[src/common/lso_pkg.sv]
// Constants, register map and shared functions of the LED sink output control block.
package lso_pkg;
  localparam int NUM_CH = 24;
  localparam int GRP_CH = 8;
  localparam int NUM_GRP = 3;
  localparam int TRIM_W = 7;
  localparam int BC_W = 8;
  localparam int SCALE_W = 17;
  localparam logic [8:0] TRIM_HIGH_OFFS = 9'h07F;
  localparam logic [SCALE_W-1:0] SCALE_FULL = 17'h17B83;
  localparam logic [7:0] ADDR_CTRL = 8'h00;
  localparam logic [7:0] ADDR_STATUS = 8'h04;
  localparam logic [7:0] ADDR_BRIGHT = 8'h08;
  localparam logic [7:0] ADDR_IRQ_STAT = 8'h0C;
  localparam logic [7:0] ADDR_IRQ_MASK = 8'h10;
  localparam logic [7:0] ADDR_TRIM_BASE = 8'h40;
  localparam logic [7:0] ADDR_TRIM_LAST = 8'h9C;
  localparam int CTRL_DTR_BIT = 0;
  localparam int CTRL_AREP_BIT = 1;
  localparam int CTRL_RANGE_LSB = 2;
  localparam int STAT_TEF_BIT = 0;
  localparam int STAT_TSD_BIT = 1;
  localparam int STAT_HOLD_LSB = 2;
  localparam int IRQ_TSD_BIT = 0;
  localparam int IRQ_TEF_CLR_BIT = 1;
  localparam int IRQ_IBLANK_BIT = 2;
  localparam int IRQ_W = 3;
  localparam logic [4:0] CTRL_RST = 5'h00;
  localparam logic [23:0] BRIGHT_RST = 24'h000000;
  localparam logic [IRQ_W-1:0] IRQ_MASK_RST = 3'h0;
  localparam logic [TRIM_W-1:0] TRIM_RST = 7'h00;
  localparam logic [11:0] AREP_LAST = 12'hFFF;
  localparam int CLK_NS = 50;
  localparam int PAIR_STEP_NS = 24;
  localparam int PAIR_STEP_CYC = (PAIR_STEP_NS + CLK_NS - 1) / CLK_NS;

  function automatic logic [31:0] be_merge(input logic [31:0] old, input logic [31:0] wd, input logic [3:0] be);
    logic [31:0] r;
    r = old;
    for (int b = 0; b < 4; b++) begin
      if (be[b]) begin
        r[8*b +: 8] = wd[8*b +: 8];
      end
    end
    return r;
  endfunction

  function automatic logic is_trim(input logic [7:0] a);
    return (a >= ADDR_TRIM_BASE) && (a <= ADDR_TRIM_LAST) && (a[1:0] == 2'h0);
  endfunction

  function automatic logic [4:0] trim_idx(input logic [7:0] a);
    logic [7:0] d;
    d = a - ADDR_TRIM_BASE;
    return d[6:2];
  endfunction
endpackage

[src/design/lso_scale_calc.sv]
// Pipelined current scale computation from trim, range and brightness.
`timescale 1ns/1ns
`default_nettype none
module lso_scale_calc
  import lso_pkg::*;
(
  input wire logic clk_i,
  input wire logic sys_rst_i,
  input wire logic [TRIM_W-1:0] trim_i,
  input wire logic [BC_W-1:0] bright_i,
  input wire logic high_range_i,
  input wire logic [4:0] idx_i,
  output logic [SCALE_W-1:0] scale_o,
  output logic [4:0] idx_o
);
  // Trim term in thirds of 127: 127 + 2*trim in high range, 2*trim in low range.
  wire logic [8:0] twice_trim = {1'b0, trim_i, 1'b0};
  wire logic [8:0] trim_term = high_range_i ? (TRIM_HIGH_OFFS + twice_trim) : twice_trim;
  wire logic [SCALE_W-1:0] product = SCALE_W'(trim_term * bright_i);

  always_ff @(posedge clk_i or posedge sys_rst_i) begin
    if (sys_rst_i) begin
      scale_o <= '0;
      idx_o <= '0;
    end else begin
      scale_o <= product;
      idx_o <= idx_i;
    end
  end
endmodule // lso_scale_calc
`default_nettype wire

[src/design/lso_pair_stagger.sv]
// Staggered switching of the four output pairs of one colour group.
`timescale 1ns/1ns
`default_nettype none
module lso_pair_stagger
  import lso_pkg::*;
(
  input wire logic clk_i,
  input wire logic sys_rst_i,
  input wire logic [GRP_CH-1:0] on_req_i,
  output logic [GRP_CH-1:0] on_o
);
  localparam int DEPTH = 4 * PAIR_STEP_CYC;
  logic [GRP_CH-1:0] line_q [DEPTH];

  always_ff @(posedge clk_i or posedge sys_rst_i) begin
    if (sys_rst_i) begin
      for (int i = 0; i < DEPTH; i++) begin
        line_q[i] <= '0;
      end
      on_o <= '0;
    end else begin
      line_q[0] <= on_req_i;
      for (int i = 1; i < DEPTH; i++) begin
        line_q[i] <= line_q[i-1];
      end
      // Pair k (outputs k and k+4) follows the request k+1 steps plus one register cycle later, on and off alike.
      for (int k = 0; k < 4; k++) begin
        on_o[k] <= line_q[(k+1)*PAIR_STEP_CYC-1][k];
        on_o[k+4] <= line_q[(k+1)*PAIR_STEP_CYC-1][k+4];
      end
    end
  end
endmodule // lso_pair_stagger
`default_nettype wire

[src/design/lso_output_ctrl.sv]
// Top of the LED sink output control: gating, thermal latch, internal blank, scale codes and registers.
`timescale 1ns/1ns
`default_nettype none
module lso_output_ctrl
  import lso_pkg::*;
(
  input wire logic clk_i,
  input wire logic sys_rst_i,
  input wire logic [7:0] avs_address_i,
  input wire logic avs_read_i,
  input wire logic avs_write_i,
  input wire logic [31:0] avs_writedata_i,
  input wire logic [3:0] avs_byteenable_i,
  output logic [31:0] avs_readdata_o,
  output logic avs_waitrequest_o,
  input wire logic thermal_shutdown_i,
  input wire logic blank_input_n_i,
  input wire logic grayscale_latch_strobe_i,
  input wire logic red_pwm_clock_i,
  input wire logic green_pwm_clock_i,
  input wire logic blue_pwm_clock_i,
  input wire logic [NUM_CH-1:0] pwm_on_i,
  output logic [GRP_CH-1:0] red_sink_outputs_o,
  output logic [GRP_CH-1:0] green_sink_outputs_o,
  output logic [GRP_CH-1:0] blue_sink_outputs_o,
  output logic [NUM_CH*SCALE_W-1:0] sink_scale_o,
  output logic thermal_error_flag_o,
  output logic irq_o
);
  // Register state.
  logic [4:0] ctrl_q;
  logic [23:0] bright_q;
  logic [IRQ_W-1:0] irq_stat_q;
  logic [IRQ_W-1:0] irq_mask_q;
  logic [TRIM_W-1:0] trim_q [NUM_CH];
  logic [SCALE_W-1:0] raw_q [NUM_CH];
  logic wait_q;

  // Input edge detection and thermal state.
  logic [NUM_GRP-1:0] pclk_q;
  logic gsl_q;
  logic tsd_q;
  logic tef_q;
  logic int_blank_q;
  logic [NUM_GRP-1:0] hold_q;
  logic [NUM_GRP-1:0] armed_q;
  logic [11:0] rep_cnt_q [NUM_GRP];
  logic [4:0] scan_q;
  logic [NUM_CH-1:0] on_q;

  // Bus decode.
  wire logic req = avs_read_i | avs_write_i;
  wire logic take = req & ~wait_q;
  wire logic wr_take = take & avs_write_i;
  wire logic rd_take = take & avs_read_i;
  wire logic hit_ctrl = avs_address_i == ADDR_CTRL;
  wire logic hit_status = avs_address_i == ADDR_STATUS;
  wire logic hit_bright = avs_address_i == ADDR_BRIGHT;
  wire logic hit_istat = avs_address_i == ADDR_IRQ_STAT;
  wire logic hit_imask = avs_address_i == ADDR_IRQ_MASK;
  wire logic hit_trim = is_trim(avs_address_i);
  wire logic [4:0] wr_idx = trim_idx(avs_address_i);

  wire logic [31:0] ctrl_merged = be_merge({27'h0, ctrl_q}, avs_writedata_i, avs_byteenable_i);
  wire logic [31:0] bright_merged = be_merge({8'h00, bright_q}, avs_writedata_i, avs_byteenable_i);
  wire logic [31:0] mask_merged = be_merge({29'h0, irq_mask_q}, avs_writedata_i, avs_byteenable_i);
  wire logic [31:0] trim_merged = be_merge({25'h0, trim_q[wr_idx]}, avs_writedata_i, avs_byteenable_i);

  wire logic dtr_en = ctrl_q[CTRL_DTR_BIT];
  wire logic arep_en = ctrl_q[CTRL_AREP_BIT];
  wire logic [NUM_GRP-1:0] range_high = ctrl_q[CTRL_RANGE_LSB +: NUM_GRP];

  // Edges of the synchronous control inputs.
  wire logic [NUM_GRP-1:0] pclk_now = {blue_pwm_clock_i, green_pwm_clock_i, red_pwm_clock_i};
  wire logic [NUM_GRP-1:0] pwm_edge = pclk_now & ~pclk_q;
  wire logic gsl_rise = grayscale_latch_strobe_i & ~gsl_q;
  wire logic thermal_shutdown = thermal_shutdown_i;
  wire logic tsd_rise = thermal_shutdown & ~tsd_q;
  wire logic blank_any = ~blank_input_n_i | int_blank_q;

  // Auto-repeat: the count wraps on the 4096th edge of a group clock.
  logic [NUM_GRP-1:0] rep_hit;
  always_comb begin
    for (int g = 0; g < NUM_GRP; g++) begin
      rep_hit[g] = pwm_edge[g] & (rep_cnt_q[g] == AREP_LAST);
    end
  end
  wire logic int_blank_d = (dtr_en & gsl_rise) | (arep_en & (|rep_hit));

  // Thermal flag: the shutdown event wins over the strobe that would clear it.
  wire logic tef_d = thermal_shutdown | (tef_q & ~(gsl_rise & ~thermal_shutdown));

  // Per-group recovery: armed by a blank after the heat is gone, released by the group's own clock edge.
  wire logic [NUM_GRP-1:0] release_g = hold_q & armed_q & pwm_edge & {NUM_GRP{~blank_any & ~tef_q & ~thermal_shutdown}};
  wire logic [NUM_GRP-1:0] hold_d = {NUM_GRP{thermal_shutdown}} | (hold_q & ~release_g);
  wire logic [NUM_GRP-1:0] armed_d = hold_q & ~release_g & {NUM_GRP{~thermal_shutdown}} & (armed_q | {NUM_GRP{blank_any}});

  // Gated on requests: blank, internal blank, thermal latch and PWM off-state all switch a channel off.
  logic [NUM_CH-1:0] on_req;
  always_comb begin
    for (int c = 0; c < NUM_CH; c++) begin
      on_req[c] = pwm_on_i[c] & ~blank_any & ~hold_q[c/GRP_CH] & ~thermal_shutdown & ~tef_q;
    end
  end

  wire logic [NUM_CH-1:0] stag_on;
  for (genvar g = 0; g < NUM_GRP; g++) begin : g_grp
    lso_pair_stagger u_stagger (
      .clk_i(clk_i),
      .sys_rst_i(sys_rst_i),
      .on_req_i(on_req[g*GRP_CH +: GRP_CH]),
      .on_o(stag_on[g*GRP_CH +: GRP_CH])
    );
  end

  // Scale scan: one channel per cycle through a shared pipelined multiplier.
  wire logic [1:0] scan_grp = scan_q[4:3];
  wire logic [SCALE_W-1:0] calc_scale;
  wire logic [4:0] calc_idx;
  lso_scale_calc u_calc (
    .clk_i(clk_i),
    .sys_rst_i(sys_rst_i),
    .trim_i(trim_q[scan_q]),
    .bright_i(bright_q[8*scan_grp +: 8]),
    .high_range_i(range_high[scan_grp]),
    .idx_i(scan_q),
    .scale_o(calc_scale),
    .idx_o(calc_idx)
  );
  wire logic [4:0] scan_d = (scan_q == 5'(NUM_CH - 1)) ? 5'h00 : scan_q + 5'h01;

  // Interrupt status: events set, a read clears only the bits it returned, so no event is lost; set wins.
  wire logic [IRQ_W-1:0] irq_ev = {int_blank_d, tef_q & ~tef_d, tsd_rise};
  wire logic [IRQ_W-1:0] irq_clr = {IRQ_W{rd_take & hit_istat}} & avs_readdata_o[IRQ_W-1:0];
  wire logic [IRQ_W-1:0] irq_stat_d = (irq_stat_q & ~irq_clr) | irq_ev;

  // Read data selection.
  wire logic [31:0] rd_mux =
    hit_ctrl ? {27'h0, ctrl_q} :
    hit_status ? {27'h0, hold_q, thermal_shutdown, tef_q} :
    hit_bright ? {8'h00, bright_q} :
    hit_istat ? {29'h0, irq_stat_q} :
    hit_imask ? {29'h0, irq_mask_q} :
    hit_trim ? {25'h0, trim_q[wr_idx]} : 32'h0;

  // Bus handshake: one wait cycle, then the access is taken.
  always_ff @(posedge clk_i or posedge sys_rst_i) begin
    if (sys_rst_i) begin
      wait_q <= 1'b1;
      avs_waitrequest_o <= 1'b1;
      avs_readdata_o <= 32'h0;
    end else begin
      wait_q <= ~(req & wait_q);
      avs_waitrequest_o <= ~(req & wait_q);
      if (req & wait_q) begin
        avs_readdata_o <= rd_mux;
      end
    end
  end

  // Software registers.
  always_ff @(posedge clk_i or posedge sys_rst_i) begin
    if (sys_rst_i) begin
      ctrl_q <= CTRL_RST;
      bright_q <= BRIGHT_RST;
      irq_mask_q <= IRQ_MASK_RST;
    end else if (wr_take) begin
      if (hit_ctrl) begin
        ctrl_q <= ctrl_merged[4:0];
      end
      if (hit_bright) begin
        bright_q <= bright_merged[23:0];
      end
      if (hit_imask) begin
        irq_mask_q <= mask_merged[IRQ_W-1:0];
      end
    end
  end

  // Trim store, one 7-bit code per channel.
  always_ff @(posedge clk_i or posedge sys_rst_i) begin
    if (sys_rst_i) begin
      for (int c = 0; c < NUM_CH; c++) begin
        trim_q[c] <= TRIM_RST;
      end
    end else if (wr_take & hit_trim) begin
      trim_q[wr_idx] <= trim_merged[TRIM_W-1:0];
    end
  end

  // Raw scale store fed by the scan.
  always_ff @(posedge clk_i or posedge sys_rst_i) begin
    if (sys_rst_i) begin
      for (int c = 0; c < NUM_CH; c++) begin
        raw_q[c] <= '0;
      end
      scan_q <= 5'h00;
    end else begin
      raw_q[calc_idx] <= calc_scale;
      scan_q <= scan_d;
    end
  end

  // Thermal, blank and edge state.
  always_ff @(posedge clk_i or posedge sys_rst_i) begin
    if (sys_rst_i) begin
      pclk_q <= '0;
      gsl_q <= 1'b0;
      tsd_q <= 1'b0;
      tef_q <= 1'b0;
      int_blank_q <= 1'b0;
      hold_q <= '0;
      armed_q <= '0;
      irq_stat_q <= '0;
    end else begin
      pclk_q <= pclk_now;
      gsl_q <= grayscale_latch_strobe_i;
      tsd_q <= thermal_shutdown;
      tef_q <= tef_d;
      int_blank_q <= int_blank_d;
      hold_q <= hold_d;
      armed_q <= armed_d;
      irq_stat_q <= irq_stat_d;
    end
  end

  // Auto-repeat edge counters, one per group clock, restarted by any blank.
  always_ff @(posedge clk_i or posedge sys_rst_i) begin
    if (sys_rst_i) begin
      for (int g = 0; g < NUM_GRP; g++) begin
        rep_cnt_q[g] <= 12'h000;
      end
    end else begin
      for (int g = 0; g < NUM_GRP; g++) begin
        if (blank_any) begin
          rep_cnt_q[g] <= 12'h000;
        end else if (pwm_edge[g]) begin
          rep_cnt_q[g] <= rep_cnt_q[g] + 12'h001;
        end
      end
    end
  end

  // Outputs: on states and gated scale codes register together.
  always_ff @(posedge clk_i or posedge sys_rst_i) begin
    if (sys_rst_i) begin
      on_q <= '0;
      sink_scale_o <= '0;
      thermal_error_flag_o <= 1'b0;
      irq_o <= 1'b0;
    end else begin
      on_q <= stag_on;
      for (int c = 0; c < NUM_CH; c++) begin
        sink_scale_o[c*SCALE_W +: SCALE_W] <= stag_on[c] ? raw_q[c] : '0;
      end
      thermal_error_flag_o <= tef_d;
      irq_o <= |(irq_stat_d & irq_mask_q);
    end
  end

  always_comb begin
    red_sink_outputs_o = on_q[0 +: GRP_CH];
    green_sink_outputs_o = on_q[GRP_CH +: GRP_CH];
    blue_sink_outputs_o = on_q[2*GRP_CH +: GRP_CH];
  end
endmodule // lso_output_ctrl
`default_nettype wire

[config.mk]
export PLATFORM = sky130hd
export DESIGN_NAME = lso_output_ctrl
export DESIGN_NICKNAME = d
export VERILOG_FILES = /design/src/common/lso_pkg.sv /design/src/design/lso_scale_calc.sv /design/src/design/lso_pair_stagger.sv /design/src/design/lso_output_ctrl.sv
export SDC_FILE = /design/constraint.sdc
export NUM_CORES = 2
export LEC_CHECK = 0
export BUFFER_PORTS_ARGS = -buffer_cell sky130_fd_sc_hd__buf_2
export CAP_MARGIN = 20
export CORE_MARGIN = 4
export CORE_UTILIZATION = 45
export CTS_CLUSTER_DIAMETER = 150
export DETAILED_ROUTE_END_ITERATION = 6
export PLACE_DENSITY = 0.6
export SLEW_MARGIN = 40
export SYNTH_ARGS = -nofsm -noshare
export SYNTH_HDL_FRONTEND = slang
export SYNTH_SLANG_ARGS = --single-unit
[constraint.sdc]
create_clock -name clk_i -period 48.9 [get_ports clk_i]
set_input_delay 7.335 -clock clk_i [delete_from_list [all_inputs] [get_ports clk_i]]
set_output_delay 7.335 -clock clk_i [all_outputs]
set_load 0.02 [all_outputs]
==> run_results.csv <==
group,metric,value,unit
detailed_routing,ant_nets,0,
setup_path,crit_fanout,32,
synth,synthTopCellsByArea,"dfrtp_1 63%, mux2_2 14%, and2_1 5.7%",
floorplan,die_h,336,um
timing,fin_worst_skew,0.0372,ns
timing,setup_viol,0,
setup_path,r2r_cells,25,
flow_run,max_cap_viol_count,0,
setup_path,worst_path_dominant_cell_family,"multiplexers",
power_and_ir_drop,power_frac_comb,2.6,%
timing,hold_viol,0,
synth,syn-mean-instance-area,14.5,um^2
setup_path,cp_data_arrival_time,10.75,ns
clock_tree,htreeDepth,4,
clock_tree,cts.sinks,1229,
power_and_ir_drop,clockPowerShare,48.0,%
clock_tree,hold_buffers,0,
power_and_ir_drop,swShare,21.6,%
detailed_routing,dr_total_vias,28300,
synth,syn_area,48500,um^2
placed_design,portBuffers,527,
finish,syn2layout_area_growth,17.8,%
clock_tree,cts_max_path_buffers,3,
detailed_routing,viasPerCell,5.24,
floorplan,io_pins,545,
power_and_ir_drop,leakagePower,30.1,nW
clock_tree,clock_latency,0.75,ns
clock_tree,path_clk_slew,0.06,ns
synth,ys_seq_elements,1229,
synth,yosys.area.top_type,"dfrtp_1",
setup_path,slowest_stage,"buf_4",
finish,nets,4055,
setup_path,path_cells,"buf_2, buf_4, mux4_2, nor2b_1, nor4_1, o31ai_1, mux2_2, mux2_2",
detailed_routing,remaining_drc_errors,0,
finish,stdcell_area,57200,um^2
synth,ys_seq_area_share,63.4,%
setup_path,critPathBufInv,2,
placed_design,gp_routability_congestion,0.819,
synth,synth_edf_count,0,
detailed_routing,wire_per_inst,23.7,um
timing,relSlewSlack,41.3,%
clock_tree,cts_made_buffers,131,
setup_path,cp.required,49.50,ns
setup_path,critical_path.max_stage_delay,0.61,ns
power_and_ir_drop,p_per_area,36.3,nW/um^2
timing,fin_crit,10.16,ns
placed_design,place_hpwl,86500,um
setup_path,crit_type,"input port to flop",
clock_tree,post_cts_buffers,0,
synth,yosys_warnings,0,
setup_path,crit_top_cell,"mux2_2",
synth,syn_inst,3355,
grt,grt_use_total,22.8,%
power_and_ir_drop,totalPowerFinal,2.07,mW
synth,synthArstFlopShare,100,%
placed_design,placed_area,52700,um^2
setup_path,r2r_start,"scan_q[0]",
power_and_ir_drop,p_int,1.63,mW
grt,antenna_found_initial,8,
detailed_routing,drtPass1Iterations,5,
finish,layout-drive-gt1-share,38.1,%
synth,synthFlopType,"dfrtp_1",
synth,yosys-top-cells-count,"1228 x dfrtp_1, 614 x mux2_2, 444 x and2_1",
worst_hold_path,hold_start,"g_grp[2].u_stagger.line_q[28]",
floorplan,initial_core_util,45.3,%
setup_path,regToRegSetupSlack,40.90,ns
timing,fin_crit_sh,20.8,%
timing,hold_slack,0.344,ns
run_status,status,"finished clean",
timing,rsz0062_at_grt,"no",
timing,clock.fmax,98.5,MHz
clock_tree,cts_resized,0,
power_and_ir_drop,seqPwrFrac,49.4,%
clock_tree,tritoncts,"yes",
grt,grt_pass1_wl,191000,um
setup_path,endpoint_kind,"flop",
detailed_routing,drt_iter0_drc,1716,
synth,synth_cell_types,71,
timing,worstMarginPinSlew,0.878,ns
finish,num-fill-cells,9114,
floorplan,die_area,113000,um^2
timing,drv_slew,0,
worst_hold_path,holdPathEnd,"g_grp[2].u_stagger.on_o[4]",
setup_path,startpoint_type,"input port",
grt,grt-ovfl-total,0,
floorplan,core,107000,um^2
worst_hold_path,hold-path-cell-count,0,
worst_hold_path,min-delay-path-class,"flop to flop",
grt,grt_max_degree,118,
floorplan,die_width,336,um
power_and_ir_drop,p_switching,447,uW
power_and_ir_drop,peakVddDrop,0.0264,mV
detailed_routing,routed_wl,128000,um
synth,yosysMostFrequentCell,"dfrtp_1",
timing,tns,0,ns
floorplan,row_count,120,
synth,synth.top_cell.area_share,63.3,%
clock_tree,root_buffer,"clkbuf_16",
setup_path,reg2reg_to,"u_calc.scale_o[16]",
grt,first_global_vias,28700,
==> cell type report <==
| type | instances | area (um^2) | share of cell area (%) |
|---|---|---|---|
| multi-input combinational | 1888 | 16800 | 29.4 |
| tap | 1403 | 1760 | 3.07 |
| clock inverter | 36 | 472 | 0.825 |
| antenna | 2 | 5.00 | 0.00876 |
| clock buffer | 194 | 3900 | 6.82 |
| inverter | 61 | 241 | 0.422 |
| timing repair buffer | 582 | 3200 | 5.59 |
| sequential | 1229 | 30800 | 53.8 |
==> cell usage in the layout, fill, tap and decap left out, drive strengths merged, types with 6 or more instances in the layout <==
cell type | netlist | routed
a21oi | 46 | 46
a22oi | 15 | 15
and2 | 444 | 444
buf | 52 | 582
bufinv | 0 | 7
clkbuf | 132 | 194
clkinv | 1 | 21
conb | 1 | 8
dfrtp | 1228 | 1228
fa | 42 | 42
ha | 42 | 42
inv | 60 | 65
mux2 | 614 | 614
mux2i | 54 | 54
mux4 | 72 | 72
nand2 | 115 | 115
nand2b | 8 | 8
nand3 | 14 | 14
nand4 | 11 | 11
nor2 | 141 | 141
nor2b | 34 | 34
nor3 | 19 | 19
nor3b | 8 | 8
o21a | 6 | 6
o21ai | 57 | 57
o22ai | 15 | 15
or2 | 10 | 10
or3 | 15 | 15
xnor2 | 19 | 19
xor2 | 21 | 21
==> sequential cells by signal, indices dropped and copies added, names as in the netlist, 17 cells and up <==
| register | count |
|---|---|
| g_grp.u_stagger.on_o | 18 |
| g_grp.u_stagger.line_q | 78 |
| sink_scale_o | 408 |
| raw_q | 408 |
| trim_q | 168 |
| bright_q | 24 |
| u_calc.scale_o | 17 |
| rep_cnt_q | 36 |
| avs_readdata_o | 24 |
==> kinds of logic after synthesis <==
group	Yosys count	share of synthesized area (%)
AO/OA/AOI/OAI	176	2.36
XOR/XNOR	40	0.722
adder cells (fa/ha/maj)	84	2.82
buffers and inverters	245	2.28
flip-flops	1229	63.4
multiplexers	740	18.8
other	1	0.00773
AND/OR/NAND/NOR	840	9.63
==> per-layer routing <==
layer / global-route usage [%] / vias to the layer above / share of wire [%]
met1: 31.3 / 14900 / 44
met3: 3.97 / 187 / 5.1
met5: 0 / - / 0
met4: 6.58 / 0 / 2.5
li1: - / 12400 / -
met2: 37.5 / 722 / 49
==> power by group through the flow <==
| stage | sequential (mW) | clock [mW] | combinational [mW] |
|---|---|---|---|
| detailed placement | 1.04 | 0 | 0.0545 |
| global placement | 1.04 | 0 | 0.0522 |
| global route | 1.02 | 1.06 | 0.0599 |
| finish | 1.02 | 0.996 | 0.0530 |
| CTS | 1.02 | 1.02 | 0.0547 |
| floorplan | 1.04 | 0 | 0.0340 |
==> how the worst max path moves through the flow <==
stage | from | end | depth (start not counted)
CTS | sys_rst_i | raw_q[187] | 6
global placement | sys_rst_i | on_q[10] | 6
global route | avs_address_i[3] | trim_q[167] | 8
floorplan | sys_rst_i | armed_q[0] | 1
detailed placement | sys_rst_i | sink_scale_o[391] | 6
finish | avs_address_i[3] | trim_q[83] | 8
==> through the flow <==
| step | util (%) | std cells | worst slack (ns) |
|---|---|---|---|
| finish | 53.4 | 5395 | 38.74 |
| global route | 53.4 | 5393 | 38.73 |
| CTS | 53.4 | 5393 | 38.60 |
| detailed placement | 49.3 | 5163 | 37.81 |
| global placement | 49.1 | 5158 | 37.25 |
| floorplan | - | 3362 | 6.94 |
==> worst register-to-register path, delay by kind of cell, from the launching register on <==
kind	cells	cell delay, ns
compound gates	4	1.02
xor+xnor	1	0.25
fa+ha+maj	6	2.57
buf+inv	6	1.02
flops	1	0.68
mux	2	1.04
simple gates	6	1.35
Power figures use the tool's default switching activity.
